File: src/include/adc_seq_pkg.sv
// package for the converter sequencing block: register indices, field
// positions, reset values, sizes and shared types.
// assumes a single 25 MHz clock domain and a plain strobe-type register port.
`default_nettype none
package adc_seq_pkg;

	// register port sizes
	localparam int ADDR_W = 5;
	localparam int DATA_W = 16;

	// register indices; result words occupy indices 0 to 15
	localparam logic [ADDR_W-1:0] REG_CTRL_ONE = 5'h10;
	localparam logic [ADDR_W-1:0] REG_CTRL_TWO = 5'h11; // converter_ctrl_two
	localparam logic [ADDR_W-1:0] REG_STATUS   = 5'h12;
	localparam logic [ADDR_W-1:0] REG_SCAN_SEL = 5'h13; // scan_select_reg
	localparam logic [ADDR_W-1:0] REG_IN_SEL   = 5'h14;
	localparam logic [ADDR_W-1:0] REG_RES_LAST = 5'h0f; // result_word_last

	// first control register fields
	localparam int C1_ON      = 0;
	localparam int C1_SAMPLE  = 1;  // sample_start_bit
	localparam int C1_CONVERT = 2;  // manual trigger, write-only pulse
	localparam int C1_TRIG_LO = 3;  // 2-bit trigger source
	localparam int C1_SIMUL   = 5;  // simultaneous_sample_sel
	localparam int C1_AUTO    = 6;  // restart acquisition after a sequence
	localparam int C1_FORM_LO = 8;  // 2-bit output format

	// second control register fields
	localparam int C2_ALT     = 0;  // alternate_input_sel
	localparam int C2_SPLIT   = 1;  // split_buffer_sel
	localparam int C2_SPI_LO  = 2;  // sequences_per_irq, bits 5:2
	localparam int C2_CHAN_LO = 8;  // channel_count_sel, bits 9:8
	localparam int C2_SCAN    = 10; // scan_enable_bit

	// status register fields
	localparam int ST_DONE = 0;
	localparam int ST_IRQ  = 1;  // converter_irq_flag
	localparam int ST_HALF = 2;

	// input select register fields: mux A and mux B inputs for channel zero
	localparam int IN_A_LO = 0;
	localparam int IN_B_LO = 8;

	// reset values
	localparam logic [DATA_W-1:0] CTRL_ONE_RST = 16'h0000;
	localparam logic [DATA_W-1:0] CTRL_TWO_RST = 16'h0000;
	localparam logic [DATA_W-1:0] SCAN_SEL_RST = 16'h0000;
	localparam logic [DATA_W-1:0] IN_SEL_RST   = 16'h0000;

	// sizes
	localparam int RES_W      = 10;
	localparam int BUF_WORDS  = 16;
	localparam int HALF_WORDS = 8;
	localparam int FIFO_DEPTH = 8;
	localparam int INPUTS     = 16;

	typedef enum logic [1:0] {
		TRIG_MANUAL = 2'h0,
		TRIG_TIMER  = 2'h1,
		TRIG_EXT    = 2'h2,
		TRIG_NONE   = 2'h3
	} trig_src_t;

	typedef enum logic [1:0] {
		FORM_UINT  = 2'h0,
		FORM_SINT  = 2'h1,
		FORM_UFRAC = 2'h2,
		FORM_SFRAC = 2'h3
	} out_form_t;

	typedef enum {S_IDLE, S_ACQ, S_ISSUE, S_WAIT} seq_state_t;

	// conversion request toward the converter core
	typedef struct packed {
		logic [1:0] chan;      // sample/hold channel to convert
		logic       mux_b;     // mux B inputs in use
		logic [3:0] ch0_input; // analog input on sample_chan_zero
	} conv_req_t;

endpackage
`default_nettype wire

File: src/logic/adc_sequence_control.sv
// converter sequencing: acquisition/conversion control, result fifo and
// the 16-word result buffer behind a strobe-type register port.
// assumes the converter core runs on sys_clk; the external trigger is a pin.
`timescale 1ns/100ps
`default_nettype none

// result fifo between converter core and buffer writer
module result_fifo
	import adc_seq_pkg::*;
#(
	parameter int WIDTH = RES_W,
	parameter int DEPTH = FIFO_DEPTH
) (
	input  wire logic             sys_clk,
	input  wire logic             rst,
	input  wire logic             in_valid,
	output logic                  in_ready,
	input  wire logic [WIDTH-1:0] in_data,
	output logic                  out_valid,
	input  wire logic             out_ready,
	output logic      [WIDTH-1:0] out_data
);
	localparam int AW = $clog2(DEPTH);

	// pointer wrap relies on a power-of-two depth
	if (DEPTH < 2 || (1 << AW) != DEPTH) begin : g_bad_depth
		$error("result_fifo depth must be a power of two, at least 2");
	end

	typedef struct packed {
		logic [DEPTH-1:0][WIDTH-1:0] mem;
		logic [AW:0]                 wp;
		logic [AW:0]                 rp;
	} fifo_state_t;

	fifo_state_t s_q, s_d;
	logic        full;
	logic        empty;

	assign full      = (s_q.wp[AW] != s_q.rp[AW]) && (s_q.wp[AW-1:0] == s_q.rp[AW-1:0]);
	assign empty     = (s_q.wp == s_q.rp);
	assign in_ready  = ~full;
	assign out_valid = ~empty;
	assign out_data  = s_q.mem[s_q.rp[AW-1:0]];

	// push and pop may share a cycle
	always_comb begin
		s_d = s_q;
		if (in_valid && !full) begin
			s_d.mem[s_q.wp[AW-1:0]] = in_data;
			s_d.wp = s_q.wp + 1'b1;
		end
		if (out_ready && !empty) begin
			s_d.rp = s_q.rp + 1'b1;
		end
	end

	always_ff @(posedge sys_clk) begin
		if (rst) begin
			s_q <= '0;
		end else begin
			s_q <= s_d;
		end
	end
endmodule // result_fifo

module adc_sequence_control
	import adc_seq_pkg::*;
#(
	parameter int DEPTH = FIFO_DEPTH
) (
	input  wire logic              sys_clk,
	input  wire logic              rst,
	// register port
	input  wire logic [ADDR_W-1:0] reg_addr,
	input  wire logic [DATA_W-1:0] reg_wdata,
	input  wire logic              reg_wr,
	input  wire logic              reg_rd,
	output logic      [DATA_W-1:0] reg_rdata,
	// trigger sources
	input  wire logic              timer_timeout,
	input  wire logic              ext_trigger_pin,
	// converter core
	output logic      [3:0]        hold_mask,
	output logic                   conv_start,
	output var conv_req_t          conv_req,
	input  wire logic              res_valid,
	output logic                   res_ready,
	input  wire logic [RES_W-1:0]  res_value,
	// interrupt flag as a level
	output logic                   converter_irq_flag
);

	typedef struct packed {
		seq_state_t                         st;
		logic [DATA_W-1:0]                  ctrl_one;
		logic [DATA_W-1:0]                  ctrl_two;
		logic [DATA_W-1:0]                  scan_sel;
		logic [DATA_W-1:0]                  in_sel;
		logic                               done;
		logic                               irq;
		logic                               half;
		logic [3:0]                         wr_idx;
		logic [3:0]                         seq_cnt;
		logic [1:0]                         ch;
		logic                               alt;
		logic [3:0]                         scan_pos;
		logic [2:0]                         ext_sync;
		logic [DATA_W-1:0]                  rdata;
		logic [3:0]                         hold;
		logic                               start;
		conv_req_t                          req;
		logic [BUF_WORDS-1:0][RES_W-1:0]    res_mem;
	} seq_regs_t;

	seq_regs_t  s_q, s_d;
	logic       drain_valid;
	logic       drain_ready;
	logic [RES_W-1:0] drain_data;

	// last channel index for a channel-count code
	function automatic logic [1:0] last_chan(input logic [1:0] code);
		unique case (code)
			2'h0:    last_chan = 2'h0;
			2'h1:    last_chan = 2'h1;
			default: last_chan = 2'h3;
		endcase
	endfunction

	// lowest selected input at or above start, wrapping to the lowest
	function automatic logic [3:0] next_scan(input logic [15:0] mask,
		input logic [4:0] start);
		logic       hit;
		logic [3:0] low;
		hit       = 1'b0;
		low       = 4'h0;
		next_scan = 4'h0;
		for (int i = INPUTS - 1; i >= 0; i--) begin
			if (mask[i]) begin
				low = 4'(i);
				if (5'(i) >= start) begin
					next_scan = 4'(i);
					hit       = 1'b1;
				end
			end
		end
		if (!hit) begin
			next_scan = low;
		end
	endfunction

	// 10-bit result presented as a 16-bit word
	function automatic logic [DATA_W-1:0] fmt(input logic [RES_W-1:0] v,
		input logic [1:0] form);
		logic [RES_W-1:0] sv;
		sv = {~v[RES_W-1], v[RES_W-2:0]};
		unique case (out_form_t'(form))
			FORM_UINT:  fmt = {6'h00, v};
			FORM_SINT:  fmt = {{6{sv[RES_W-1]}}, sv};
			FORM_UFRAC: fmt = {v, 6'h00};
			FORM_SFRAC: fmt = {sv, 6'h00};
		endcase
	endfunction

	// results wait in the fifo while the module is off
	result_fifo #(
		.WIDTH (RES_W),
		.DEPTH (DEPTH)
	) u_fifo (
		.sys_clk   (sys_clk),
		.rst       (rst),
		.in_valid  (res_valid),
		.in_ready  (res_ready),
		.in_data   (res_value),
		.out_valid (drain_valid),
		.out_ready (drain_ready),
		.out_data  (drain_data)
	);

	assign drain_ready = s_q.ctrl_one[C1_ON];

	// outputs straight from state
	assign reg_rdata          = s_q.rdata;
	assign hold_mask          = s_q.hold;
	assign conv_start         = s_q.start;
	assign conv_req           = s_q.req;
	assign converter_irq_flag = s_q.irq;

	// next-state logic
	always_comb begin
		logic       trig;
		logic       wr_evt;
		logic       simul;
		logic       split;
		logic       seq_end;
		logic       irq_evt;
		logic [1:0] lastc;
		logic [3:0] spi;
		logic [3:0] waddr;
		logic [1:0] tsrc;
		trig    = 1'b0;
		seq_end = 1'b0;
		irq_evt = 1'b0;
		waddr   = 4'h0;
		s_d     = s_q;
		lastc   = last_chan(s_q.ctrl_two[C2_CHAN_LO +: 2]);
		spi     = s_q.ctrl_two[C2_SPI_LO +: 4];
		split   = s_q.ctrl_two[C2_SPLIT];
		simul   = s_q.ctrl_one[C1_SIMUL] && (lastc != 2'h0);
		tsrc    = s_q.ctrl_one[C1_TRIG_LO +: 2];
		wr_evt  = drain_valid && drain_ready;
		s_d.start = 1'b0;
		s_d.rdata = '0;

		// external trigger pin: two flops, then an edge detector
		s_d.ext_sync = {s_q.ext_sync[1:0], ext_trigger_pin};

		// conversion trigger source
		unique case (trig_src_t'(tsrc))
			TRIG_MANUAL: trig = reg_wr && reg_addr == REG_CTRL_ONE && reg_wdata[C1_CONVERT];
			TRIG_TIMER:  trig = timer_timeout;
			TRIG_EXT:    trig = s_q.ext_sync[1] && !s_q.ext_sync[2];
			TRIG_NONE:   trig = 1'b0;
		endcase

		// buffer writer; result words are never written by software
		if (wr_evt) begin
			waddr = split ? {s_q.half, s_q.wr_idx[2:0]} : s_q.wr_idx;
			s_d.res_mem[waddr] = drain_data;
			s_d.wr_idx = s_q.wr_idx + 4'h1;
		end

		// acquisition and conversion sequencer
		unique case (s_q.st)
			S_IDLE: begin
				s_d.hold = 4'h0;
				if (s_q.ctrl_one[C1_ON] && s_q.ctrl_one[C1_SAMPLE]) begin
					s_d.st = S_ACQ;
				end
			end
			S_ACQ: begin
				// simultaneous mode holds every channel on one sample clock
				s_d.hold = simul ? 4'((5'h2 << lastc) - 5'h1) : 4'(4'h1 << s_q.ch);
				if (trig) begin
					s_d.hold = 4'h0;
					s_d.st   = S_ISSUE;
				end
			end
			S_ISSUE: begin
				s_d.start       = 1'b1;
				s_d.req.chan    = s_q.ch;
				s_d.req.mux_b   = s_q.alt;
				s_d.req.ch0_input = s_q.ctrl_two[C2_SCAN] ? s_q.scan_pos
					: (s_q.alt ? s_q.in_sel[IN_B_LO +: 4] : s_q.in_sel[IN_A_LO +: 4]);
				s_d.st          = S_WAIT;
			end
			S_WAIT: begin
				if (wr_evt) begin
					if (s_q.ch != lastc) begin
						s_d.ch = s_q.ch + 2'h1;
						s_d.st = simul ? S_ISSUE : S_ACQ;
					end else begin
						seq_end = 1'b1;
					end
				end
			end
		endcase

		// end of one acquisition/conversion sequence
		if (seq_end) begin
			s_d.ch  = 2'h0;
			s_d.alt = s_q.ctrl_two[C2_ALT] ? ~s_q.alt : 1'b0;
			if (s_q.seq_cnt == spi) begin
				// count reached: flag, rewind the writer, swap halves
				irq_evt     = 1'b1;
				s_d.seq_cnt = 4'h0;
				s_d.wr_idx  = 4'h0;
				s_d.half    = split ? ~s_q.half : 1'b0;
				s_d.scan_pos = next_scan(s_q.scan_sel, 5'h00);
			end else begin
				s_d.seq_cnt  = s_q.seq_cnt + 4'h1;
				s_d.scan_pos = next_scan(s_q.scan_sel, 5'(s_q.scan_pos) + 5'h01);
			end
			if (s_q.ctrl_one[C1_AUTO]) begin
				s_d.st = S_ACQ;
			end else begin
				s_d.st = S_IDLE;
				s_d.ctrl_one[C1_SAMPLE] = 1'b0;
			end
		end

		// register writes; result indices ignore writes
		if (reg_wr) begin
			unique case (reg_addr)
				REG_CTRL_ONE: begin
					s_d.ctrl_one = reg_wdata;
					s_d.ctrl_one[C1_CONVERT] = 1'b0;
				end
				REG_CTRL_TWO: s_d.ctrl_two = reg_wdata;
				REG_SCAN_SEL: begin
					s_d.scan_sel = reg_wdata;
					s_d.scan_pos = next_scan(reg_wdata, 5'h00);
				end
				REG_IN_SEL: s_d.in_sel = reg_wdata;
				REG_STATUS: begin
					// write one to clear; a same-cycle event below wins
					if (reg_wdata[ST_DONE]) begin
						s_d.done = 1'b0;
					end
					if (reg_wdata[ST_IRQ]) begin
						s_d.irq = 1'b0;
					end
				end
				default: ;
			endcase
		end

		// switching the module off abandons the sequence in progress
		if (!s_d.ctrl_one[C1_ON]) begin
			s_d.st   = S_IDLE;
			s_d.ch   = 2'h0;
			s_d.hold = 4'h0;
		end

		// completion events win over software clears
		if (irq_evt) begin
			s_d.done = 1'b1;
			s_d.irq  = 1'b1;
		end

		// read data stands the cycle after the strobe only
		if (reg_rd) begin
			if (reg_addr <= REG_RES_LAST) begin
				s_d.rdata = fmt(s_q.res_mem[reg_addr[3:0]], s_q.ctrl_one[C1_FORM_LO +: 2]);
			end else begin
				unique case (reg_addr)
					REG_CTRL_ONE: s_d.rdata = s_q.ctrl_one;
					REG_CTRL_TWO: s_d.rdata = s_q.ctrl_two;
					REG_SCAN_SEL: s_d.rdata = s_q.scan_sel;
					REG_IN_SEL:   s_d.rdata = s_q.in_sel;
					REG_STATUS: begin
						s_d.rdata[ST_DONE] = s_q.done;
						s_d.rdata[ST_IRQ]  = s_q.irq;
						s_d.rdata[ST_HALF] = s_q.half;
					end
					default: s_d.rdata = '0;
				endcase
			end
		end
	end

	// single state register
	always_ff @(posedge sys_clk) begin
		if (rst) begin
			s_q          <= '0;
			s_q.st       <= S_IDLE;
			s_q.ctrl_one <= CTRL_ONE_RST;
			s_q.ctrl_two <= CTRL_TWO_RST;
			s_q.scan_sel <= SCAN_SEL_RST;
			s_q.in_sel   <= IN_SEL_RST;
		end else begin
			s_q <= s_d;
		end
	end
endmodule // adc_sequence_control
`default_nettype wire
File: config.mk
export PLATFORM = sky130hd
export DESIGN_NAME = adc_sequence_control
export DESIGN_NICKNAME = d
export VERILOG_FILES = /design/src/include/adc_seq_pkg.sv /design/src/logic/adc_sequence_control.sv
export SDC_FILE = /design/constraint.sdc
export NUM_CORES = 1
export LEC_CHECK = 0
export BUFFER_PORTS_ARGS = -buffer_cell sky130_fd_sc_hd__buf_2
export CORE_MARGIN = 5
export CORE_UTILIZATION = 58
export CTS_BUF_LIST = sky130_fd_sc_hd__clkbuf_4 sky130_fd_sc_hd__clkbuf_8
export DETAILED_ROUTE_END_ITERATION = 6
export HOLD_SLACK_MARGIN = 0.12
export PLACE_DENSITY = 0.85
export SLEW_MARGIN = 10
export SYNTH_ARGS = -nofsm -noshare
export SYNTH_HDL_FRONTEND = slang
export SYNTH_SLANG_ARGS = --single-unit
File: constraint.sdc
create_clock -name sys_clk -period 2.8 [get_ports sys_clk]
set_input_delay 0.14 -clock sys_clk [delete_from_list [all_inputs] [get_ports sys_clk]]
set_output_delay 0.14 -clock sys_clk [all_outputs]
set_load 0.03 [all_outputs]
==> impl_metrics.env, run 1 <==
export IMPL_status="finished, final reports clean"
export IMPL_clock_sinks=362
export IMPL_synth_top_family_by_area="simple AND/OR/NAND/NOR gates"
export IMPL_combPwrFrac_pct=5.7
export IMPL_drtIter0Drc=2139
export IMPL_grt_pass1_vias=14720
export IMPL_final_cell_count_no_fill=2449
export IMPL_synth_simple_area_share_pct=24.17
export IMPL_fp_dieArea_mm2=0.03261
export IMPL_ir_drop_uv=326.2
export IMPL_synth_yosys_seq_area_share_pct=42.94
export IMPL_synthTopCellsByArea="dfxtp_1 43%, nor2_1 11%, mux4_2 9.3%"
export IMPL_synth_area_mm2=0.01688
export IMPL_drt_first_pass_iters=5
export IMPL_synth_compound_area_share_pct=8.703
export IMPL_p_int_w=0.008117
export IMPL_grt_pass1_wl_um=76000
export IMPL_hold_violations=0
export IMPL_synth_flop_cell="dfxtp_1"
export IMPL_p_per_area_mw_per_mm2=553.1
export IMPL_gp_congestion=0.8935
export IMPL_setup_violations=0
export IMPL_core_area_mm2=0.02870
export IMPL_drc_errors=0
export IMPL_synthCells=1960
export IMPL_slew_headroom_pct=44.53
export IMPL_crit_required_ps=3300
export IMPL_chipHeight_um=180.6
export IMPL_netlist_cell_type_count=71
export IMPL_ys_seq_elements=362
export IMPL_dp_cells=2313
export IMPL_via_per_inst=6.099
export IMPL_worstSetupEndpointType="flip-flop"
export IMPL_finalSetupTns_ps=0
export IMPL_async_flop_share_pct=0
export IMPL_whs_path_depth=3
export IMPL_n_fill_cell=2169
export IMPL_cts_tree="done"
export IMPL_regArea_mm2=0.007252
export IMPL_p_clk_share_pct=44.9
export IMPL_drive_gt1_share_pct=17.15
export IMPL_startpoint_type="flip-flop"
export IMPL_initial_core_util_pct=58.80
export IMPL_routed_wl_um=47060
export IMPL_grt_total_usage_pct=28.01
export IMPL_grt_start_max_net_pins=130
export IMPL_arrival_ps=3160
export IMPL_place_hpwl_um=30480
export IMPL_synth_fa_ha_area_share_pct=1.112
export IMPL_hp_class="primary input to flip-flop"
export IMPL_fin_skew_ps=21.43
export IMPL_synth_xor_area_share_pct=1.194
export IMPL_crit_type="flip-flop to flip-flop"
export IMPL_area_growth_pct=13.16
export IMPL_synth_edf_count=0
export IMPL_antenna_found_initial=2
export IMPL_post_drt_wl_per_cell_um=19.22
export IMPL_gr_total_overflow=0
export IMPL_cts_max_level=2
export IMPL_finalMaxSlewViolations=0
export IMPL_cap_violations=0
export IMPL_multiInputGateArea_mm2=0.008800
export IMPL_fmax_mhz=376.1
export IMPL_path_clk_slew_ps=70
export IMPL_synthMuxAreaShare_pct=16.57
export IMPL_root_buffer="clkbuf_8"
export IMPL_p_leak_nw=7.445
export IMPL_clockBufferDepth=3
export IMPL_p_switching_w=0.002446
export IMPL_worst_pin_slew_ps=829.7
export IMPL_min_period_over_period_pct=94.96
export IMPL_io_buffers=67
export IMPL_finalNetCount=2075
export IMPL_num_vias=14940
export IMPL_seqPwrFrac_pct=49.4
export IMPL_swShare_pct=23.16
export IMPL_r2r_cells=10
export IMPL_yosys_warnings=0
export IMPL_avgSynthCellArea_um2=8.611
export IMPL_drtAntennaViolNets=0
export IMPL_io_pins=68
export IMPL_fin_crit_ps=2659
export IMPL_synth_nets=2013
export IMPL_fp_dieW_um=180.6
export IMPL_clk_latency_ps=600
export IMPL_cp_max_fo=11
export IMPL_final_util_pct=66.54
export IMPL_cts_made_buffers=57
export IMPL_yosysTopAreaCellShare_pct=42.94
export IMPL_yosysTopAreaCell="dfxtp_1"
export IMPL_placementRows=62
flip-flops by register name, summed over array words and instances (netlist names):
register and count:
reg_rdata 16, conv_start 1, s_d 2, hold_mask 4
u_fifo.s_q 88, drain_ready 1, conv_req 7, s_q 242
converter_irq_flag 1
power by group through the flow:
| stage | Clock, W | Combinational (W) | Sequential [W] |
|---|---|---|---|
| final | 0.00475 | 0.000597 | 0.00522 |
| after global routing | 0.00503 | 0.000633 | 0.00522 |
| after CTS | 0.00478 | 0.000582 | 0.00522 |
| after detailed placement | 0 | 0.000542 | 0.00533 |
| after global placement | 0 | 0.000532 | 0.00533 |
| after floorplan | 0 | 0.000386 | 0.00532 |
critical path, stage by stage, from the launching register on:
cell and delay, ps:
dfxtp_4 380, inv_1 90, ha_4 300, a21o_1 240
o21a_2 260, o21a_1 210, a2111oi_4 370, a41oi_4 230
o21ai_1 130, o21bai_1 90, a221oi_1 260
through the flow:
stage	setup WS, ps	hold slack [ps]	power [W]	area [um^2]
finish	141.1	183.4	0.01056	19100
CTS	1.606	133.1	0.01058	19050
detailed placement	-129.8	367.9	0.005874	17470
global route	-40.93	200.2	0.01088	19100
global placement	-39.89	366.1	0.005861	17470
floorplan	81.48	268.2	0.005703	16880
cell families (layout without fill, tap and decap cells):
group                      after synthesis  in the layout
buffers and inverters                  192            296
other                                    0              1
and+or+nand+nor                        948            948
DFF                                    362            362
muxes                                  190            190
adders and majority gates               15             15
AOI/OAI and AO/OA                      230            230
xor gates and xnor gates                23             23
final cells by class:
class	instances	share of cell area, %
antenna	1	0.01310
clock inverter	6	0.3014
tap	384	2.516
multi-input combinational	1406	46.08
timing repair buffer	172	6.512
sequential	362	37.97
inverter	23	0.4520
clock buffer	95	6.158
worst paths after layout:
kind / startpoint / endpoint / slack [ps]
setup reg to reg: s_q[191] / s_q[191] / 140
setup / recovery: s_q[191] / s_q[191] / 140
hold reg to reg: s_d[189] / s_d[190] / 440
hold / removal: reg_rd / reg_rdata[11] / 180
cells in the mapped netlist (8+ instances only):
master / n
a31oi_1: 10
ha_1: 15
mux2i_1: 105
a211oi_1: 13
nand3_1: 27
nor2b_1: 8
nor3_1: 169
nor2_1: 503
nand2b_1: 17
dfxtp_1: 362
o21ai_0: 16
xnor2_1: 10
nor4_1: 13
mux4_2: 70
buf_4: 38
mux2_2: 15
inv_1: 23
buf_2: 20
xor2_1: 13
nand2_1: 163
a21oi_1: 115
clkbuf_1: 103
a22oi_1: 8
layout by cell type (no fill, tap or decap), types with 5 or more instances in the layout:
cell type | Yosys | final
nand4_1 | 6 | 6
xor2_1 | 13 | 13
mux4_2 | 70 | 70
nor2b_1 | 8 | 8
inv_1 | 23 | 23
a211oi_1 | 13 | 12
a31oi_1 | 10 | 10
nor2_1 | 503 | 503
dfxtp_1 | 362 | 360
o21ai_0 | 16 | 15
nand2b_1 | 17 | 17
clkbuf_4 | 0 | 21
nand2_1 | 163 | 163
clkbuf_8 | 0 | 74
dlygate4sd3_1 | 0 | 34
nor4_1 | 13 | 12
nand3_1 | 27 | 27
mux2i_1 | 105 | 105
mux2_2 | 15 | 15
or2_2 | 7 | 7
nor3_1 | 169 | 168
ha_1 | 15 | 14
a221oi_1 | 6 | 6
nand3b_1 | 5 | 5
xnor2_1 | 10 | 10
o31ai_1 | 7 | 7
a21o_1 | 6 | 6
a22oi_1 | 8 | 7
o22ai_1 | 7 | 7
buf_4 | 38 | 69
a21oi_1 | 115 | 114
buf_2 | 20 | 66
what timing repair did:
item | CTS | global route
gates resized for setup | 3 | 10
pin swaps | 0 | 2
hold buffers | 34 | 0
buffers inserted | 0 | 0
hold endpoints to repair | 185 | 0
endpoints found under the setup margin | 3 | 2
per-layer routing:
layer	track usage, %	part of all wire [%]	vias up
met2	46.73	48	771
met1	35.39	38	7115
met5	0	0.028	-
li1	-	-	6861
met3	5.591	9.2	187
met4	12.46	4.3	2
Note: power is estimated with default switching activity, not from simulation.
==> inputs of run 2 (changes only) <==
Settings changed: CORE_ASPECT_RATIO set to 0.6.
==> run 2 against run 1 <==
  * The run now ends with design-rule violations left
  * Sequential cell count unchanged
  * Maximum frequency fell by 1.8%
  * Sequential share of layout area down 0.35 points
  * Global-route usage up 2.7 points
  * Highest routed layer is now met4
==> impl_metrics.env, run 2 (synthesis results as in run 1) <==
export IMPL_status="finished with violations"
export IMPL_violations="design-rule violations"
export IMPL_chipHeight_um=142.1
export IMPL_finalNetCount=2081
export IMPL_min_period_over_period_pct=96.70
export IMPL_startpoint_type="flip-flop"
export IMPL_fmax_mhz=369.3
export IMPL_drtIter0Drc=2116
export IMPL_r2r_cells=7
export IMPL_n_fill_cell=2217
export IMPL_hp_class="primary input to flip-flop"
export IMPL_cts_max_level=2
export IMPL_place_area_mm2=0.01760
export IMPL_largest_reg_flops=242
export IMPL_path_clk_slew_ps=70
export IMPL_fp_dieW_um=230.2
export IMPL_grt_start_max_net_pins=126
export IMPL_via_per_inst=6.237
export IMPL_worstSetupEndpointType="flip-flop"
export IMPL_p_total_w=0.01060
export IMPL_regToRegSetupSlack_ps=90
export IMPL_slew_headroom_pct=48.77
export IMPL_cap_violations=0
export IMPL_hold_violations=0
export IMPL_gp_congestion=0.9800
export IMPL_cts_made_buffers=50
export IMPL_p_leak_nw=7.500
export IMPL_fin_skew_ps=36.08
export IMPL_placementRows=48
export IMPL_rsz0062_at_grt="yes"
export IMPL_hp_start="reg_rd"
export IMPL_grt_total_usage_pct=30.69
export IMPL_antenna_found_initial=0
export IMPL_place_hpwl_um=35540
export IMPL_drt_first_pass_iters=7
export IMPL_whs_path_depth=3
export IMPL_fp_dieArea_mm2=0.03272
export IMPL_grt_pass1_vias=14660
export IMPL_clock_sinks=362
export IMPL_post_drt_wl_per_cell_um=21.14
export IMPL_finalMaxSlewViolations=0
export IMPL_r2r_start="u_fifo.s_q[6]"
export IMPL_drive_gt1_share_pct=17.56
export IMPL_cp_max_fo=12
export IMPL_final_common_cell="nor2_1"
export IMPL_num_vias=15200
export IMPL_io_buffers=67
export IMPL_arrival_ps=3160
export IMPL_worst_pin_slew_ps=761.4
export IMPL_design_area_mm2=0.01928
export IMPL_cts_tree="done"
export IMPL_r2r_end="s_q[108]"
export IMPL_ir_drop_uv=357.4
export IMPL_drtAntennaViolNets=0
export IMPL_crit_start="u_fifo.s_q[6]"
export IMPL_area_growth_pct=14.25
export IMPL_hold_end="reg_rdata[11]"
export IMPL_crit_required_ps=3250
export IMPL_grt_pass1_wl_um=80650
export IMPL_gr_total_overflow=0
export IMPL_final_cell_mix="502 x nor2_1, 360 x dfxtp_1, 168 x nor3_1"
export IMPL_root_buffer="clkbuf_8"
export IMPL_routed_wl_um=51510
export IMPL_initial_core_util_pct=58.79
export IMPL_clockBufferDepth=3
export IMPL_core_area_mm2=0.02871
export IMPL_p_per_area_mw_per_mm2=549.8
export IMPL_final_cell_count_no_fill=2437
export IMPL_dp_cells=2315
export IMPL_fin_crit_ps=2707
export IMPL_drc_errors=5
export IMPL_setup_violations=0
export IMPL_clk_latency_ps=620
export IMPL_io_pins=68
export IMPL_regMostFlops="s_q"
export IMPL_crit_type="flip-flop to flip-flop"
export IMPL_diodes=0
[run 2: layout make-up]
| cell class | count | area [um^2] | area share [%] |
|---|---|---|---|
| multi-input combinational | 1406 | 8889 | 46.10 |
| clock inverter | 14 | 201.4 | 1.045 |
| sequential | 362 | 7254 | 37.62 |
| clock buffer | 72 | 972.2 | 5.042 |
| timing repair buffer | 185 | 1410 | 7.313 |
| inverter | 23 | 86.33 | 0.4477 |
| tap | 375 | 469.2 | 2.433 |
[run 2: where the power goes]
| group | internal, W | switching (W) |
|---|---|---|
| clock network | 0.00269 | 0.00207 |
| logic | 0.000223 | 0.000409 |
| registers | 0.00518 | 0.0000302 |
[run 2: worst max path at each step]
stage                     slack (ps)  depth (start not counted)  endpoint
final                             90                          7  s_q[108]
after global routing             -20                          7  s_q[131]
after CTS                          5                         11  s_q[191]
after detailed placement         -50                          9  s_q[191]
after global placement           -30                          9  s_q[191]
after floorplan                   80                         12  s_q[191]
[run 2: through the flow]
| step | hold WS, ps | util [%] | TNS, ps | setup slack, ps |
|---|---|---|---|---|
| 6_report | 265.4 | 67.17 | 0 | 92.51 |
| 4_1_cts | 188.0 | 66.66 | 0 | 4.829 |
| 3_3_place_gp | 417.9 | 61.31 | -29.55 | -29.55 |
| 5_1_grt | 297.1 | 67.17 | -50.23 | -19.82 |
| 2_1_floorplan | 268.2 | - | 0 | 81.48 |
| 3_5_place_dp | 403.3 | 61.31 | -46.35 | -46.35 |
[run 2: critical path: stages, from the launching register on]
cell and delay (ps):
dfxtp_1 570, xnor2_1 200, a41oi_4 450, buf_4 280, and2_0 360, nand2_1 390, nor2_1 230, nor3_1 70
[run 2: repair_timing]
action / CTS / global route
resized for setup: 4 / 27
hold buffers: 35 / 0
setup buffers: 0 / 1
cloned: 0 / 0
setup endpoints to repair: 1 / 9
hold endpoints to repair: 188 / 0
pin swaps: 2 / 10
[run 2: metal layers]
layer  GRT usage (%)  share of wire (%)  vias up  wire [um]
met5               0                  0        -          0
met4           9.648                2.7        0       1408
met3           11.27                 15      135       7485
met2           43.50                 41      973      21180
met1           43.91                 42     7238      21440
li1                -                  -     6854          -
==> inputs of run 3 (changes only) <==
Settings changed: CORE_UTILIZATION 58 to 30, CTS_CLUSTER_DIAMETER set to 80, PLACE_DENSITY 0.85 to 0.52.
==> run 3 against run 2 <==
  * The run now ends clean
  * Sequential cell count did not move
  * Utilization down 32 points
  * Global-route usage shrank 13 points
  * Die area is 87% higher
  * Worst hold slack improved by 7.7 ps
  * Worst setup slack improved by 71 ps
  * Critical path depth is 4 higher
  * Design area increased by 3.0%
  * Sequential power hardly changed
  * Via count decreased by 3.8%
  * Register-to-register slack gained 70 ps
  * Critical endpoint is now s_q[194]
==> impl_metrics.env, run 3 (synthesis results as in run 1) <==
export IMPL_use_met3_pct=4.433
export IMPL_regToRegSetupSlack_ps=160
export IMPL_ir_drop_uv=307.9
export IMPL_routed_wl_um=55460
export IMPL_fin_crit_ps=2636
export IMPL_worstSetupEndpointType="flip-flop"
export IMPL_placementRows=67
export IMPL_r2r_cells=11
export IMPL_min_period_over_period_pct=94.16
export IMPL_drive_gt1_share_pct=18.36
export IMPL_chipHeight_um=193.7
export IMPL_startpoint_type="flip-flop"
export IMPL_core_area_mm2=0.05575
export IMPL_drt_first_pass_iters=7
export IMPL_grt_pass1_vias=13660
export IMPL_crit_required_ps=3360
export IMPL_final_common_cell="nor2_1"
export IMPL_path_clk_slew_ps=70
export IMPL_num_vias=14630
export IMPL_fmax_mhz=379.3
export IMPL_cts_max_level=2
export IMPL_cap_violations=0
export IMPL_p_leak_nw=7.610
export IMPL_root_buffer="clkbuf_8"
export IMPL_grtUsageMet1_pct=28.35
export IMPL_grt_use_met2_pct=23.17
export IMPL_place_hpwl_um=38030
export IMPL_grt_start_max_net_pins=111
export IMPL_drtIter0Drc=1489
export IMPL_slew_headroom_pct=36.19
export IMPL_regMostFlops="s_q"
export IMPL_rsz0062_at_grt="no"
export IMPL_r2r_start="s_q[192]"
export IMPL_p_per_area_mw_per_mm2=556.6
export IMPL_cp_max_fo=8
export IMPL_via_per_inst=5.130
export IMPL_antenna_found_initial=1
export IMPL_grt_busiest_layer="met1"
export IMPL_status="finished, final reports clean"
export IMPL_setup_violations=0
export IMPL_gp_congestion=0.9003
export IMPL_r2r_end="s_q[194]"
export IMPL_final_util_pct=35.61
export IMPL_hold_end="reg_rdata[9]"
export IMPL_area_growth_pct=17.62
export IMPL_crit_type="flip-flop to flip-flop"
export IMPL_io_buffers=67
export IMPL_diodes=0
export IMPL_clock_sinks=362
export IMPL_finalMaxSlewViolations=0
export IMPL_fp_dieW_um=316.2
export IMPL_drtAntennaViolNets=0
export IMPL_post_drt_wl_per_cell_um=19.45
export IMPL_worst_pin_slew_ps=957.2
export IMPL_cts_made_buffers=57
export IMPL_hp_class="primary input to flip-flop"
export IMPL_grt_pass1_wl_um=84740
export IMPL_final_cell_mix="503 x nor2_1, 360 x dfxtp_1, 168 x nor3_1"
export IMPL_fin_skew_ps=44.87
export IMPL_finalSetupTns_ps=0
export IMPL_drc_errors=0
export IMPL_clk_latency_ps=670
export IMPL_gr_total_overflow=0
export IMPL_largest_reg_flops=242
export IMPL_whs_path_depth=3
export IMPL_finalNetCount=2099
export IMPL_hp_start="reg_rd"
export IMPL_initial_core_util_pct=30.27
export IMPL_io_pins=68
export IMPL_cts_tree="done"
export IMPL_grt_total_usage_pct=17.56
export IMPL_fp_dieArea_mm2=0.06126
export IMPL_clockBufferDepth=3
export IMPL_hold_violations=0
export IMPL_arrival_ps=3200
-- run 3: worst max path at each step --
stage,startpoint,to,slack [ps]
2_1_floorplan,s_q[191],s_q[191],80
3_3_place_gp,s_q[191],s_q[191],10
3_5_place_dp,s_q[191],s_q[191],-20
4_1_cts,s_q[191],s_q[191],60
5_1_grt,s_q[191],s_q[191],2
6_report,s_q[192],s_q[194],160
-- run 3: area by class of cell --
class,count,area (um^2)
sequential,362,7249
multi-input combinational,1406,8790
inverter,23,86.33
fill,5672,35900
clock buffer,89,1119
timing repair buffer,196,1444
clock inverter,16,214.0
tap,759,949.7
-- run 3: repair_timing --
action                                  in CTS  in global routing
pin swaps                                    0                  3
buffers inserted                             0                  1
hold buffers                                32                  0
endpoints found under the setup margin       1                  3
gates resized for setup                      1                 10
endpoints found under the hold margin      216                  0
-- run 3: stage by stage --
step | setup WS [ps] | hold slack (ps) | cell area [um^2] | instances | power, W
after detailed placement | -24.79 | 363.8 | 18150 | 2713 | 0.005922
after CTS | 55.90 | 220.3 | 19800 | 2850 | 0.01119
after global routing | 1.557 | 274.1 | 19850 | 2851 | 0.01149
after global placement | 12.45 | 373.4 | 18150 | 2713 | 0.005916
after floorplan | 81.48 | 268.2 | 16880 | 1960 | 0.005703
final | 163.5 | 273.1 | 19850 | 2851 | 0.01105
-- run 3: power by group --
group / internal, W / total [W] / switching (W)
Clock: 0.00294 / 0.00519 / 0.00226
Sequential: 0.00519 / 0.00522 / 0.0000273
Combinational: 0.000218 / 0.000641 / 0.000423
Total: 0.00834 / 0.0110 / 0.00271
-- run 3: layer usage --
| metal | up-vias | wire length (um) |
|---|---|---|
| met5 | - | 0 |
| met2 | 564 | 21400 |
| met4 | 0 | 877 |
| met3 | 71 | 5028 |
| li1 | 6913 | - |
| met1 | 7077 | 28150 |
-- run 3: worst max-delay path, stage by stage (launching register included) --
cell	delay, ps
dfxtp_2	350
buf_4	170
ha_1	240
a21o_1	220
o21a_1	250
o21a_1	230
a2111oi_4	340
buf_4	170
buf_4	90
nor2_1	30
o31a_1	270
o31ai_1	180
